### src/nibcpu_pkg.sv
// Shared opcodes, reset values, states and carriers of the nibble processor.
package nibcpu_pkg;

	// Upper nibble of the instruction byte.
	localparam logic [3:0] OP_NOP                   = 4'h0;
	localparam logic [3:0] OP_CONDITIONAL_JUMP      = 4'h1;
	localparam logic [3:0] OP_PAIR_GROUP            = 4'h2;
	localparam logic [3:0] OP_INDIRECT_GROUP        = 4'h3;
	localparam logic [3:0] OP_JUMP_UNCONDITIONAL    = 4'h4;
	localparam logic [3:0] OP_CALL_SUBROUTINE       = 4'h5;
	localparam logic [3:0] OP_INCREMENT             = 4'h6;
	localparam logic [3:0] OP_INCREMENT_SKIP_ZERO   = 4'h7;
	localparam logic [3:0] OP_ADD_REG               = 4'h8;
	localparam logic [3:0] OP_SUB_REG               = 4'h9;
	localparam logic [3:0] OP_LOAD_REGISTER_TO_ACC  = 4'hA;
	localparam logic [3:0] OP_EXCHANGE              = 4'hB;
	localparam logic [3:0] OP_RETURN_AND_LOAD       = 4'hC;
	localparam logic [3:0] OP_LOAD_IMMEDIATE_ACC    = 4'hD;
	localparam logic [3:0] OP_IO_GROUP              = 4'hE;
	localparam logic [3:0] OP_ACC_GROUP             = 4'hF;

	// Lower nibble inside the memory and port group.
	localparam logic [3:0] IO_WRITE_RAM_CHAR           = 4'h0;
	localparam logic [3:0] IO_WRITE_RAM_PORT           = 4'h1;
	localparam logic [3:0] IO_WRITE_ROM_PORT           = 4'h2;
	localparam logic [3:0] IO_WRITE_PROGRAM_HALF_BYTE  = 4'h3;
	localparam logic [3:0] IO_SUBTRACT_RAM_CHAR        = 4'h8;
	localparam logic [3:0] IO_READ_RAM_CHAR            = 4'h9;
	localparam logic [3:0] IO_READ_ROM_PORT            = 4'hA;
	localparam logic [3:0] IO_ADD_RAM_CHAR             = 4'hB;

	// Lower nibble inside the accumulator group.
	localparam logic [3:0] ACC_CLEAR_ACC_AND_CARRY        = 4'h0;
	localparam logic [3:0] ACC_CLEAR_CARRY                = 4'h1;
	localparam logic [3:0] ACC_INCREMENT_ACC              = 4'h2;
	localparam logic [3:0] ACC_COMPLEMENT_CARRY           = 4'h3;
	localparam logic [3:0] ACC_COMPLEMENT_ACC             = 4'h4;
	localparam logic [3:0] ACC_ROTATE_LEFT_THROUGH_CARRY  = 4'h5;
	localparam logic [3:0] ACC_ROTATE_RIGHT_THROUGH_CARRY = 4'h6;
	localparam logic [3:0] ACC_TRANSMIT_CARRY             = 4'h7;
	localparam logic [3:0] ACC_DECREMENT_ACC              = 4'h8;
	localparam logic [3:0] ACC_CARRY_SUBTRACT_TRANSFER    = 4'h9;
	localparam logic [3:0] ACC_SET_CARRY                  = 4'hA;
	localparam logic [3:0] ACC_DECIMAL_ADJUST_ACC         = 4'hB;
	localparam logic [3:0] ACC_ONE_OF_FOUR                = 4'hC;
	localparam logic [3:0] ACC_DESIGNATE_COMMAND_LINE     = 4'hD;

	// Arithmetic constants.
	localparam logic [3:0] DAA_LIMIT         = 4'h9;
	localparam logic [3:0] DAA_OFFSET        = 4'h6;
	localparam logic [3:0] TCS_WITH_CARRY    = 4'hA;
	localparam logic [3:0] TCS_NO_CARRY      = 4'h9;
	localparam logic [3:0] ONE_OF_FOUR_BAD   = 4'hF;

	// Values after reset.
	localparam logic [11:0] PC_RESET       = 12'h000;
	localparam logic [3:0]  ACC_RESET      = 4'h0;
	localparam logic        CY_RESET       = 1'b0;
	localparam logic [3:0]  REG_RESET      = 4'h0;
	localparam logic [7:0]  SEL_RESET      = 8'h00;
	localparam logic [2:0]  CMD_LINE_RESET = 3'h0;
	localparam logic        TEST_RESET     = 1'b0;

	typedef enum logic [2:0] {
		ST_FETCH          = 3'b000,
		ST_FETCH_ARG      = 3'b001,
		ST_EXECUTE        = 3'b010,
		ST_FETCH_INDIRECT = 3'b011,
		ST_IO_WAIT        = 3'b100
	} nibcpu_state_t;

	// One command to the memory and port chips.
	typedef struct packed {
		logic       is_src;
		logic [3:0] op;
		logic [7:0] sel;
		logic [3:0] data;
	} nibcpu_io_req_t;

	function automatic logic is_two_word(input logic [7:0] ir);
		return ir[7:4] == OP_CONDITIONAL_JUMP ||
			(ir[7:4] == OP_PAIR_GROUP && !ir[0]) ||
			ir[7:4] == OP_JUMP_UNCONDITIONAL ||
			ir[7:4] == OP_CALL_SUBROUTINE ||
			ir[7:4] == OP_INCREMENT_SKIP_ZERO;
	endfunction

endpackage

### src/nibcpu_regfile.sv
// Sixteen four-bit index registers, addressable singly or as eight pairs.
module nibcpu_regfile #(
	parameter int NUM_REGS = 16
) (
	// Clock and reset
	input  wire logic       i_sys_clk,
	input  wire logic       i_rstn,
	// Single register write
	input  wire logic       i_wr_en,
	input  wire logic [3:0] i_wr_idx,
	input  wire logic [3:0] i_wr_data,
	// Pair write, even register takes the high nibble
	input  wire logic       i_pw_en,
	input  wire logic [2:0] i_pw_idx,
	input  wire logic [7:0] i_pw_data,
	// Reads
	input  wire logic [3:0] i_rd_idx,
	output logic [3:0]      o_rd_data,
	input  wire logic [2:0] i_pr_idx,
	output logic [7:0]      o_pr_data,
	output logic [7:0]      o_pair0
);

	logic [3:0] regs_ff [NUM_REGS];

	always_ff @(posedge i_sys_clk or negedge i_rstn) begin
		if (!i_rstn) begin
			for (int i = 0; i < NUM_REGS; i++) begin
				regs_ff[i] <= nibcpu_pkg::REG_RESET;
			end
		end else if (i_pw_en) begin
			regs_ff[{i_pw_idx, 1'b0}] <= i_pw_data[7:4];
			regs_ff[{i_pw_idx, 1'b1}] <= i_pw_data[3:0];
		end else if (i_wr_en) begin
			regs_ff[i_wr_idx] <= i_wr_data;
		end
	end

	assign o_rd_data = regs_ff[i_rd_idx];
	assign o_pr_data = {regs_ff[{i_pr_idx, 1'b0}], regs_ff[{i_pr_idx, 1'b1}]};
	assign o_pair0   = {regs_ff[0], regs_ff[1]};

endmodule // nibcpu_regfile

### src/nibcpu_alu.sv
// Accumulator and carry arithmetic for register, memory and accumulator ops.
module nibcpu_alu (
	// Operation
	input  wire logic [3:0] i_opr,
	input  wire logic [3:0] i_opa,
	// Operands
	input  wire logic [3:0] i_acc,
	input  wire logic       i_cy,
	input  wire logic [3:0] i_operand,
	// Results
	output logic [3:0]      o_acc,
	output logic            o_cy
);

	function automatic logic [4:0] add4(input logic [3:0] a,
		input logic [3:0] b, input logic cin);
		return {1'b0, a} + {1'b0, b} + {4'h0, cin};
	endfunction

	// Carry in set means a borrow, so a cleared carry subtracts exactly.
	function automatic logic [4:0] sub4(input logic [3:0] a,
		input logic [3:0] b, input logic cin);
		return add4(a, ~b, ~cin);
	endfunction

	function automatic logic [3:0] one_of_four(input logic [3:0] a);
		unique case (a)
			4'h0: return 4'h0;
			4'h1: return 4'h1;
			4'h2: return 4'h2;
			4'h4: return 4'h3;
			4'h8: return 4'h4;
			default: return nibcpu_pkg::ONE_OF_FOUR_BAD;
		endcase
	endfunction

	always_comb begin
		logic [4:0] sum;
		sum   = 5'h00;
		o_acc = i_acc;
		o_cy  = i_cy;
		unique case (i_opr)
			nibcpu_pkg::OP_ADD_REG: begin
				sum = add4(i_acc, i_operand, i_cy);
				{o_cy, o_acc} = sum;
			end
			nibcpu_pkg::OP_SUB_REG: begin
				sum = sub4(i_acc, i_operand, i_cy);
				{o_cy, o_acc} = sum;
			end
			nibcpu_pkg::OP_LOAD_REGISTER_TO_ACC,
			nibcpu_pkg::OP_EXCHANGE,
			nibcpu_pkg::OP_RETURN_AND_LOAD,
			nibcpu_pkg::OP_LOAD_IMMEDIATE_ACC: begin
				o_acc = i_operand;
			end
			nibcpu_pkg::OP_IO_GROUP: begin
				if (i_opa == nibcpu_pkg::IO_SUBTRACT_RAM_CHAR) begin
					sum = sub4(i_acc, i_operand, i_cy);
					{o_cy, o_acc} = sum;
				end else if (i_opa == nibcpu_pkg::IO_ADD_RAM_CHAR) begin
					sum = add4(i_acc, i_operand, i_cy);
					{o_cy, o_acc} = sum;
				end else if (i_opa[3]) begin
					o_acc = i_operand;
				end
			end
			nibcpu_pkg::OP_ACC_GROUP: begin
				unique case (i_opa)
					nibcpu_pkg::ACC_CLEAR_ACC_AND_CARRY: begin
						o_acc = 4'h0;
						o_cy  = 1'b0;
					end
					nibcpu_pkg::ACC_CLEAR_CARRY: o_cy = 1'b0;
					nibcpu_pkg::ACC_INCREMENT_ACC: begin
						sum = add4(i_acc, 4'h1, 1'b0);
						{o_cy, o_acc} = sum;
					end
					nibcpu_pkg::ACC_COMPLEMENT_CARRY: o_cy = ~i_cy;
					nibcpu_pkg::ACC_COMPLEMENT_ACC: o_acc = ~i_acc;
					nibcpu_pkg::ACC_ROTATE_LEFT_THROUGH_CARRY:
						{o_cy, o_acc} = {i_acc, i_cy};
					nibcpu_pkg::ACC_ROTATE_RIGHT_THROUGH_CARRY:
						{o_acc, o_cy} = {i_cy, i_acc};
					nibcpu_pkg::ACC_TRANSMIT_CARRY: begin
						o_acc = {3'h0, i_cy};
						o_cy  = 1'b0;
					end
					nibcpu_pkg::ACC_DECREMENT_ACC: begin
						sum = add4(i_acc, 4'hF, 1'b0);
						{o_cy, o_acc} = sum;
					end
					nibcpu_pkg::ACC_CARRY_SUBTRACT_TRANSFER: begin
						o_acc = i_cy ? nibcpu_pkg::TCS_WITH_CARRY
							: nibcpu_pkg::TCS_NO_CARRY;
						o_cy  = 1'b0;
					end
					nibcpu_pkg::ACC_SET_CARRY: o_cy = 1'b1;
					nibcpu_pkg::ACC_DECIMAL_ADJUST_ACC: begin
						if (i_acc > nibcpu_pkg::DAA_LIMIT || i_cy) begin
							sum   = add4(i_acc, nibcpu_pkg::DAA_OFFSET, 1'b0);
							o_acc = sum[3:0];
							o_cy  = i_cy | sum[4];
						end
					end
					nibcpu_pkg::ACC_ONE_OF_FOUR: o_acc = one_of_four(i_acc);
					default: ;
				endcase
			end
			default: ;
		endcase
	end

endmodule // nibcpu_alu

### src/nibcpu_core.sv
// Decode and execute core of the four-bit processor.
module nibcpu_core #(
	parameter int STACK_DEPTH = 3
) (
	// Clock and reset
	input  wire logic                  i_sys_clk,
	input  wire logic                  i_rstn,
	// Program memory fetch
	output logic                       o_rom_req,
	output logic [11:0]                o_rom_addr,
	input  wire logic                  i_rom_valid,
	input  wire logic [7:0]            i_rom_data,
	// Memory and port chip commands
	output logic                       o_io_valid,
	output nibcpu_pkg::nibcpu_io_req_t o_io_req,
	input  wire logic                  i_io_ack,
	input  wire logic [3:0]            i_io_data,
	// Test pin and command line
	input  wire logic                  i_test,
	output logic [2:0]                 o_cmd_line
);

	localparam int SPW = (STACK_DEPTH > 1) ? $clog2(STACK_DEPTH) : 1;

	nibcpu_pkg::nibcpu_state_t  state_ff;
	nibcpu_pkg::nibcpu_state_t  nxt_state;
	nibcpu_pkg::nibcpu_io_req_t io_req_ff;
	logic [11:0] pc_ff;
	logic [7:0]  ir_ff;
	logic [7:0]  arg_ff;
	logic [3:0]  acc_ff;
	logic        cy_ff;
	logic [11:0] stack_ff [STACK_DEPTH];
	logic [SPW-1:0] sp_ff;
	logic [SPW-1:0] sp_inc;
	logic [SPW-1:0] sp_dec;
	logic [7:0]  last_src_ff;
	logic [2:0]  cmd_line_ff;
	logic        test_s1_ff;
	logic        test_s2_ff;
	logic        test_s3_ff;
	logic        test_lvl_ff;
	logic [3:0]  opcode_upper_nibble;
	logic [3:0]  operand_lower_nibble;
	logic        in_exec;
	logic        jcn_take;
	logic [3:0]  rd_data;
	logic [7:0]  pr_data;
	logic [7:0]  pair0;
	logic [3:0]  inc_val;
	logic        wr_en;
	logic [3:0]  wr_data;
	logic        pw_en;
	logic [7:0]  pw_data;
	logic        alu_en;
	logic [3:0]  alu_opr;
	logic [3:0]  alu_opa;
	logic [3:0]  alu_operand;
	logic [3:0]  alu_acc;
	logic        alu_cy;

	assign opcode_upper_nibble     = ir_ff[7:4];
	assign operand_lower_nibble     = ir_ff[3:0];
	assign in_exec = (state_ff == nibcpu_pkg::ST_EXECUTE);
	assign inc_val = rd_data + 4'h1;
	assign sp_inc  = (sp_ff == SPW'(STACK_DEPTH - 1)) ? '0 : sp_ff + 1'b1;
	assign sp_dec  = (sp_ff == '0) ? SPW'(STACK_DEPTH - 1) : sp_ff - 1'b1;

	// The test pin is asynchronous; a level counts once two stages agree.
	always_ff @(posedge i_sys_clk or negedge i_rstn) begin
		if (!i_rstn) begin
			test_s1_ff  <= nibcpu_pkg::TEST_RESET;
			test_s2_ff  <= nibcpu_pkg::TEST_RESET;
			test_s3_ff  <= nibcpu_pkg::TEST_RESET;
			test_lvl_ff <= nibcpu_pkg::TEST_RESET;
		end else begin
			test_s1_ff <= i_test;
			test_s2_ff <= test_s1_ff;
			test_s3_ff <= test_s2_ff;
			if (test_s2_ff == test_s3_ff) begin
				test_lvl_ff <= test_s3_ff;
			end
		end
	end

	// Opa bit 3 inverts; bits 2..0 pick zero acc, carry, test low.
	assign jcn_take = operand_lower_nibble[3] ^ ((operand_lower_nibble[2] && acc_ff == 4'h0) ||
		(operand_lower_nibble[1] && cy_ff) || (operand_lower_nibble[0] && !test_lvl_ff));

	nibcpu_regfile #(
		.NUM_REGS (16)
	) u_regs (
		.i_sys_clk (i_sys_clk),
		.i_rstn    (i_rstn),
		.i_wr_en   (wr_en),
		.i_wr_idx  (operand_lower_nibble),
		.i_wr_data (wr_data),
		.i_pw_en   (pw_en),
		.i_pw_idx  (operand_lower_nibble[3:1]),
		.i_pw_data (pw_data),
		.i_rd_idx  (operand_lower_nibble),
		.o_rd_data (rd_data),
		.i_pr_idx  (operand_lower_nibble[3:1]),
		.o_pr_data (pr_data),
		.o_pair0   (pair0)
	);

	// Register increments never touch carry; exchange stores the old accumulator.
	assign wr_en = in_exec && (opcode_upper_nibble == nibcpu_pkg::OP_INCREMENT ||
		opcode_upper_nibble == nibcpu_pkg::OP_INCREMENT_SKIP_ZERO ||
		opcode_upper_nibble == nibcpu_pkg::OP_EXCHANGE);
	assign wr_data = (opcode_upper_nibble == nibcpu_pkg::OP_EXCHANGE) ? acc_ff : inc_val;
	assign pw_en = (in_exec && opcode_upper_nibble == nibcpu_pkg::OP_PAIR_GROUP && !operand_lower_nibble[0]) ||
		(state_ff == nibcpu_pkg::ST_FETCH_INDIRECT && i_rom_valid);
	assign pw_data = (state_ff == nibcpu_pkg::ST_FETCH_INDIRECT) ?
		i_rom_data : arg_ff;

	// Reads from the memory chips reuse the memory group arithmetic.
	always_comb begin
		if (state_ff == nibcpu_pkg::ST_IO_WAIT) begin
			alu_opr     = nibcpu_pkg::OP_IO_GROUP;
			alu_opa     = io_req_ff.op;
			alu_operand = i_io_data;
		end else begin
			alu_opr     = opcode_upper_nibble;
			alu_opa     = operand_lower_nibble;
			alu_operand = (opcode_upper_nibble[3:2] == 2'b10) ? rd_data : operand_lower_nibble;
		end
	end

	assign alu_en = (in_exec && opcode_upper_nibble[3] && opcode_upper_nibble != nibcpu_pkg::OP_IO_GROUP) ||
		(state_ff == nibcpu_pkg::ST_IO_WAIT && i_io_ack &&
		!io_req_ff.is_src && io_req_ff.op[3]);

	nibcpu_alu u_alu (
		.i_opr     (alu_opr),
		.i_opa     (alu_opa),
		.i_acc     (acc_ff),
		.i_cy      (cy_ff),
		.i_operand (alu_operand),
		.o_acc     (alu_acc),
		.o_cy      (alu_cy)
	);

	always_ff @(posedge i_sys_clk or negedge i_rstn) begin
		if (!i_rstn) begin
			acc_ff <= nibcpu_pkg::ACC_RESET;
			cy_ff  <= nibcpu_pkg::CY_RESET;
		end else if (alu_en) begin
			acc_ff <= alu_acc;
			cy_ff  <= alu_cy;
		end
	end

	always_comb begin
		nxt_state = state_ff;
		unique case (state_ff)
			nibcpu_pkg::ST_FETCH: begin
				if (i_rom_valid) begin
					nxt_state = nibcpu_pkg::is_two_word(i_rom_data) ?
						nibcpu_pkg::ST_FETCH_ARG : nibcpu_pkg::ST_EXECUTE;
				end
			end
			nibcpu_pkg::ST_FETCH_ARG: begin
				if (i_rom_valid) begin
					nxt_state = nibcpu_pkg::ST_EXECUTE;
				end
			end
			nibcpu_pkg::ST_EXECUTE: begin
				if (opcode_upper_nibble == nibcpu_pkg::OP_INDIRECT_GROUP && !operand_lower_nibble[0]) begin
					nxt_state = nibcpu_pkg::ST_FETCH_INDIRECT;
				end else if (opcode_upper_nibble == nibcpu_pkg::OP_IO_GROUP ||
					(opcode_upper_nibble == nibcpu_pkg::OP_PAIR_GROUP && operand_lower_nibble[0])) begin
					nxt_state = nibcpu_pkg::ST_IO_WAIT;
				end else begin
					nxt_state = nibcpu_pkg::ST_FETCH;
				end
			end
			nibcpu_pkg::ST_FETCH_INDIRECT: begin
				if (i_rom_valid) begin
					nxt_state = nibcpu_pkg::ST_FETCH;
				end
			end
			nibcpu_pkg::ST_IO_WAIT: begin
				if (i_io_ack) begin
					nxt_state = nibcpu_pkg::ST_FETCH;
				end
			end
			default: nxt_state = nibcpu_pkg::ST_FETCH;
		endcase
	end

	always_ff @(posedge i_sys_clk or negedge i_rstn) begin
		if (!i_rstn) begin
			state_ff <= nibcpu_pkg::ST_FETCH;
		end else begin
			state_ff <= nxt_state;
		end
	end

	always_ff @(posedge i_sys_clk or negedge i_rstn) begin
		if (!i_rstn) begin
			ir_ff  <= 8'h00;
			arg_ff <= 8'h00;
		end else if (i_rom_valid) begin
			if (state_ff == nibcpu_pkg::ST_FETCH) begin
				ir_ff <= i_rom_data;
			end else if (state_ff == nibcpu_pkg::ST_FETCH_ARG) begin
				arg_ff <= i_rom_data;
			end
		end
	end

	// The page of a short jump is that of the byte after the instruction.
	always_ff @(posedge i_sys_clk or negedge i_rstn) begin
		if (!i_rstn) begin
			pc_ff <= nibcpu_pkg::PC_RESET;
		end else if (i_rom_valid && (state_ff == nibcpu_pkg::ST_FETCH ||
			state_ff == nibcpu_pkg::ST_FETCH_ARG)) begin
			pc_ff <= pc_ff + 12'h001;
		end else if (in_exec) begin
			unique case (opcode_upper_nibble)
				nibcpu_pkg::OP_CONDITIONAL_JUMP: begin
					if (jcn_take) begin
						pc_ff <= {pc_ff[11:8], arg_ff};
					end
				end
				nibcpu_pkg::OP_INDIRECT_GROUP: begin
					if (operand_lower_nibble[0]) begin
						pc_ff <= {pc_ff[11:8], pr_data};
					end
				end
				nibcpu_pkg::OP_JUMP_UNCONDITIONAL,
				nibcpu_pkg::OP_CALL_SUBROUTINE:
					pc_ff <= {operand_lower_nibble, arg_ff};
				nibcpu_pkg::OP_INCREMENT_SKIP_ZERO: begin
					if (inc_val != 4'h0) begin
						pc_ff <= {pc_ff[11:8], arg_ff};
					end
				end
				nibcpu_pkg::OP_RETURN_AND_LOAD:
					pc_ff <= stack_ff[sp_dec];
				default: ;
			endcase
		end
	end

	// The stack wraps silently; a deeper call overwrites the oldest entry.
	always_ff @(posedge i_sys_clk or negedge i_rstn) begin
		if (!i_rstn) begin
			sp_ff <= '0;
			for (int i = 0; i < STACK_DEPTH; i++) begin
				stack_ff[i] <= nibcpu_pkg::PC_RESET;
			end
		end else if (in_exec && opcode_upper_nibble == nibcpu_pkg::OP_CALL_SUBROUTINE) begin
			stack_ff[sp_ff] <= pc_ff;
			sp_ff           <= sp_inc;
		end else if (in_exec && opcode_upper_nibble == nibcpu_pkg::OP_RETURN_AND_LOAD) begin
			sp_ff <= sp_dec;
		end
	end

	// The chips keep their own selection; the copy here tags each command.
	always_ff @(posedge i_sys_clk or negedge i_rstn) begin
		if (!i_rstn) begin
			last_src_ff <= nibcpu_pkg::SEL_RESET;
			io_req_ff   <= '0;
		end else if (in_exec) begin
			if (opcode_upper_nibble == nibcpu_pkg::OP_PAIR_GROUP && operand_lower_nibble[0]) begin
				last_src_ff    <= pr_data;
				io_req_ff.is_src <= 1'b1;
				io_req_ff.op   <= operand_lower_nibble;
				io_req_ff.sel  <= pr_data;
				io_req_ff.data <= acc_ff;
			end else if (opcode_upper_nibble == nibcpu_pkg::OP_IO_GROUP) begin
				io_req_ff.is_src <= 1'b0;
				io_req_ff.op   <= operand_lower_nibble;
				io_req_ff.sel  <= last_src_ff;
				io_req_ff.data <= acc_ff;
			end
		end
	end

	always_ff @(posedge i_sys_clk or negedge i_rstn) begin
		if (!i_rstn) begin
			cmd_line_ff <= nibcpu_pkg::CMD_LINE_RESET;
		end else if (in_exec && opcode_upper_nibble == nibcpu_pkg::OP_ACC_GROUP &&
			operand_lower_nibble == nibcpu_pkg::ACC_DESIGNATE_COMMAND_LINE) begin
			cmd_line_ff <= acc_ff[2:0];
		end
	end

	assign o_rom_req  = (state_ff == nibcpu_pkg::ST_FETCH) ||
		(state_ff == nibcpu_pkg::ST_FETCH_ARG) ||
		(state_ff == nibcpu_pkg::ST_FETCH_INDIRECT);
	assign o_rom_addr = (state_ff == nibcpu_pkg::ST_FETCH_INDIRECT) ?
		{pc_ff[11:8], pair0} : pc_ff;
	assign o_io_valid = (state_ff == nibcpu_pkg::ST_IO_WAIT);
	assign o_io_req   = io_req_ff;
	assign o_cmd_line = cmd_line_ff;

	chk_two_word_fetch: assert property (@(posedge i_sys_clk)
		disable iff (!i_rstn)
		(state_ff == nibcpu_pkg::ST_FETCH && i_rom_valid &&
		nibcpu_pkg::is_two_word(i_rom_data)) |=>
		state_ff == nibcpu_pkg::ST_FETCH_ARG && o_rom_addr == $past(pc_ff) + 12'h001)
		else $error("Two-word opcode did not fetch its next byte.");

	chk_cond_jump_page: assert property (@(posedge i_sys_clk)
		disable iff (!i_rstn)
		(in_exec && opcode_upper_nibble == nibcpu_pkg::OP_CONDITIONAL_JUMP && jcn_take) |=>
		pc_ff == {$past(pc_ff[11:8]), $past(arg_ff)})
		else $error("Taken conditional jump landed at a wrong address.");

	chk_cond_jump_skip: assert property (@(posedge i_sys_clk)
		disable iff (!i_rstn)
		(in_exec && opcode_upper_nibble == nibcpu_pkg::OP_CONDITIONAL_JUMP &&
		operand_lower_nibble == 4'h4 && acc_ff != 4'h0) |=> $stable(pc_ff))
		else $error("Conditional jump taken on a nonzero accumulator.");

	chk_src_emit_pair: assert property (@(posedge i_sys_clk)
		disable iff (!i_rstn)
		(in_exec && opcode_upper_nibble == nibcpu_pkg::OP_PAIR_GROUP && operand_lower_nibble[0]) |=>
		o_io_valid && o_io_req.is_src && o_io_req.sel == $past(pr_data))
		else $error("Selection command did not carry the pair address.");

	chk_fetch_ind_addr: assert property (@(posedge i_sys_clk)
		disable iff (!i_rstn)
		(in_exec && opcode_upper_nibble == nibcpu_pkg::OP_INDIRECT_GROUP && !operand_lower_nibble[0]) |=>
		o_rom_req && o_rom_addr == {pc_ff[11:8], $past(pair0)})
		else $error("Indirect fetch did not address through pair zero.");

	chk_jump_far_addr: assert property (@(posedge i_sys_clk)
		disable iff (!i_rstn)
		(in_exec && opcode_upper_nibble == nibcpu_pkg::OP_JUMP_UNCONDITIONAL) |=>
		o_rom_req && o_rom_addr == {$past(operand_lower_nibble), $past(arg_ff)})
		else $error("Unconditional jump went to a wrong address.");

	chk_call_push_ret: assert property (@(posedge i_sys_clk)
		disable iff (!i_rstn)
		(in_exec && opcode_upper_nibble == nibcpu_pkg::OP_CALL_SUBROUTINE) |=>
		stack_ff[$past(sp_ff)] == $past(pc_ff) && sp_ff == $past(sp_inc))
		else $error("Call did not save the return address.");

	chk_isz_zero_skip: assert property (@(posedge i_sys_clk)
		disable iff (!i_rstn)
		(in_exec && opcode_upper_nibble == nibcpu_pkg::OP_INCREMENT_SKIP_ZERO &&
		rd_data == 4'hF) |=> $stable(pc_ff) && rd_data == 4'h0)
		else $error("Increment-skip jumped on a zero result.");

	chk_return_load: assert property (@(posedge i_sys_clk)
		disable iff (!i_rstn)
		(in_exec && opcode_upper_nibble == nibcpu_pkg::OP_RETURN_AND_LOAD) |=>
		acc_ff == $past(operand_lower_nibble) && pc_ff == $past(stack_ff[sp_dec]))
		else $error("Return did not restore the address and data.");

	chk_io_selection: assert property (@(posedge i_sys_clk)
		disable iff (!i_rstn)
		$rose(o_io_valid) && !o_io_req.is_src |->
		o_io_req.sel == last_src_ff && o_io_req.data == acc_ff)
		else $error("Memory command lost the last selection.");

endmodule // nibcpu_core

### config.mk
export PLATFORM = sky130hd
export DESIGN_NAME = nibcpu_core
export DESIGN_NICKNAME = d
export VERILOG_FILES = /design/src/nibcpu_pkg.sv /design/src/nibcpu_regfile.sv /design/src/nibcpu_alu.sv /design/src/nibcpu_core.sv
export SDC_FILE = /design/constraint.sdc
export NUM_CORES = 1
export LEC_CHECK = 0
export ABC_AREA = 0
export BUFFER_PORTS_ARGS = -buffer_cell sky130_fd_sc_hd__buf_2
export CORE_UTILIZATION = 40
export CTS_CLUSTER_SIZE = 25
export DETAILED_ROUTE_END_ITERATION = 6
export GPL_TIMING_DRIVEN = 0
export PLACE_DENSITY = 0.58
export SLEW_MARGIN = 5
export SYNTH_ARGS = -nofsm -noshare
export SYNTH_HDL_FRONTEND = slang
export SYNTH_SLANG_ARGS = --single-unit
### constraint.sdc
create_clock -name i_sys_clk -period 5.7 [get_ports i_sys_clk]
set_input_delay 1.14 -clock i_sys_clk [delete_from_list [all_inputs] [get_ports i_sys_clk]]
set_output_delay 1.14 -clock i_sys_clk [all_outputs]
set_load 0.05 [all_outputs]
==> results.yml <==
outcome:
  outcome: "complete, no violations"
timing:
  timing.slew.headroom_pct: 37.3
  period_minus_slack_ns: 4.40
  finalHoldViolations: 0
  tns_ns: 0
  worstMarginPinSlew_ns: 0.936
  setup_violations: 0
  hold_ws_ns: 0.351
  fin_crit_sh_pct: 77.2
  fmax_mhz: 227
  rsz0062_at_grt: "false"
  final_max_slew_viol_count: 0
  finClkSkew_ns: 0.0129
cts:
  cts-buffers-inserted: 17
  post_cts_buffers: 0
  htree_levels: 4
  cts_tree: "yes"
  cts_sinks: 170
  cts_hold_buffers: 0
  cts_resized: 0
  root_buffer: "clkbuf_16"
  path_clk_slew_ns: 0.08
  cts_buffer_depth: 2
  clk_latency_ns: 0.45
grt:
  grt-ovfl-total: 0
  grt_use_total_pct: 26.9
  grt_pass1_wl_mm: 58.6
  antenna_found_initial: 0
  grt_pass1_vias: 9640
  grt_max_degree: 96
critical_path:
  endpoint_kind: "flip-flop"
  critPathMaxFanout: 10
  critPathKind: "flip-flop to flip-flop"
  critical_path.reg2reg.endpoint: "cy_ff$_DFFE_PN0P_"
  cp_num_cells: 16
  reg2reg_depth: 16
  critPathTopFamily: "buffers and inverters"
  crit_chain: "buf_2, buf_2, buf_2, buf_1, buf_2, nor2_1, o31ai_1, inv_1, ha_1, nor2b_1, o21ai_0, nand2b_1, o21a_1, a221oi_1, o31ai_1, a22o_1"
  slowest_delay_ns: 0.54
  cp_common_cell: "buf_2"
  worst-path-buf-inv: 6
  slowest_stage: "buf_1"
  required_ns: 6.05
  rrSetupSlack_ns: 1.30
  cp-start-kind: "flip-flop"
  timing.critical_path.to: "cy_ff$_DFFE_PN0P_"
  crit_path_start: "ir_ff[2]$_DFFE_PN0P_"
  arrival_ns: 4.75
  r2r-start: "ir_ff[2]$_DFFE_PN0P_"
synth:
  synth_edf_count: 0
  ys_ff_latch: 170
  syn_nets: 1297
  yosysWarnings: 0
  syn_avg_cell_area_um2: 9.09
  synth_cell_types: 79
  synthCells: 1253
  syn-cell-area_mm2: 0.0114
  post-synth-top-count-cell: "dfrtp_1"
  synth_area_leaders: "dfrtp_1 (37%), mux2_2 (8.2%), nand2_1 (5.6%)"
  ys.flop_type: "dfrtp_1"
  ys_seq_area_share_pct: 37.3
  ys_top_cells_by_count: "dfrtp_1 (170), nand2_1 (169), nor2_1 (108), o21ai_0 (95), mux2_2 (83)"
  async_reset_ff_share_pct: 100
  yosysTopAreaCell: "dfrtp_1"
  synth_top_area_share_pct: 37.3
routing:
  wl_per_cell_um: 22.2
  drtAntennaViolNets: 0
  drt_iter0_drc: 957
  vias: 10219
  drc: 0
  first_pass_iters: 5
  viasPerCell: 5.96
  wirelength_mm: 38.1
hold_path:
  hp-start: "test_s1_ff$_DFF_PN0_"
  min_path_type: "flip-flop to flip-flop"
placement:
  dp_hpwl_mm: 28.6
  numPortBuffers: 50
  gp_congestion: 0.926
die:
  start_util_pct: 40.8
  die-height_um: 171
  die-area_mm2: 0.0292
  die_width_um: 171
  io_pins: 51
  core_area_mm2: 0.0279
  std_cell_rows: 61
finish:
  antenna_cells: 0
  areaGrowthSynthToFinish_pct: 11.7
  final_nets: 1367
  drive_above_1_share_pct: 17.6
power_and_ir_drop:
  p_per_area_mw_per_mm2: 617
  p_leak_nw: 5.39
  vdd.ir_drop.worst_mv: 0.211
flow_run:
  max-cap-violations: 0
flip-flops by register name, indices dropped and copies added, names as in the netlist:
register        count
test_s2_ff          1
stack_ff           36
cy_ff               1
test_s3_ff          1
test_lvl_ff         1
sp_ff               2
u_regs.regs_ff     56
ir_ff               8
o_io_req           17
last_src_ff         8
acc_ff              4
pc_ff              12
arg_ff              8
test_s1_ff          1
o_cmd_line          3
state_ff            3
u_regs.o_pair0      8
area by class of cell:
class	count	area, um2
clock buffers	17	425
fillers	2824	15200
clock inverters	15	149
inverters	22	82.6
multi-input cells	967	6630
flip-flops and latches	170	4250
well taps	378	473
repair buffers	51	288
plain buffers	94	422
cells in the final DEF, fill, tap and decap left out, types with 23 or more instances in the layout:
| cell type | n |
|---|---|
| dfrtp_1 | 170 |
| nand2_1 | 169 |
| nor2_1 | 108 |
| o21ai_0 | 95 |
| mux2_2 | 83 |
| a21oi_1 | 73 |
| mux2i_1 | 63 |
| buf_2 | 62 |
| clkbuf_1 | 58 |
| nor2b_1 | 24 |
| ha_1 | 23 |
through the flow:
stage	cell area (um2)	worst slack, ns	cells	total power, mW	utilization [%]
final	12700	1.30	1714	7.85	45.6
after global routing	12700	1.11	1714	8.28	45.6
after CTS	12700	1.38	1714	7.76	45.6
after detailed placement	12200	1.38	1682	6.56	43.5
after global placement	12100	0.671	1681	6.51	43.4
after floorplan	11400	2.28	1253	5.10	-
logic make-up after synthesis:
group,after synthesis,share of synthesized area [%]
fa+ha+maj,28,3.32
buf+inv,116,4.43
simple gates,419,16.9
flops,170,37.3
compound gates,342,19.3
xor+xnor,9,0.692
mux,169,18.0
worst min path at each step:
stage	to	cells after the start
after floorplan	test_s2_ff$_DFF_PN0_	0
after global placement	test_s2_ff$_DFF_PN0_	0
after detailed placement	test_s2_ff$_DFF_PN0_	0
after CTS	test_s2_ff$_DFF_PN0_	0
after global routing	test_s2_ff$_DFF_PN0_	0
final	test_s2_ff$_DFF_PN0_	0
metal layers:
layer	vias to the layer above	track usage [%]	wire (um)
met2	409	41.7	17200
li1	4708	-	-
met3	60	5.18	2600
met5	-	0	0
met4	0	8.54	945
met1	5042	37.5	17300
report_power, final:
part / switching (mW) / leakage (nW) / internal, mW
Clock: 0.596 / 0.283 / 0.585
Sequential: 0.347 / 2.14 / 1.59
Combinational: 3.11 / 2.96 / 1.63
(Power assumes the default switching activity.)
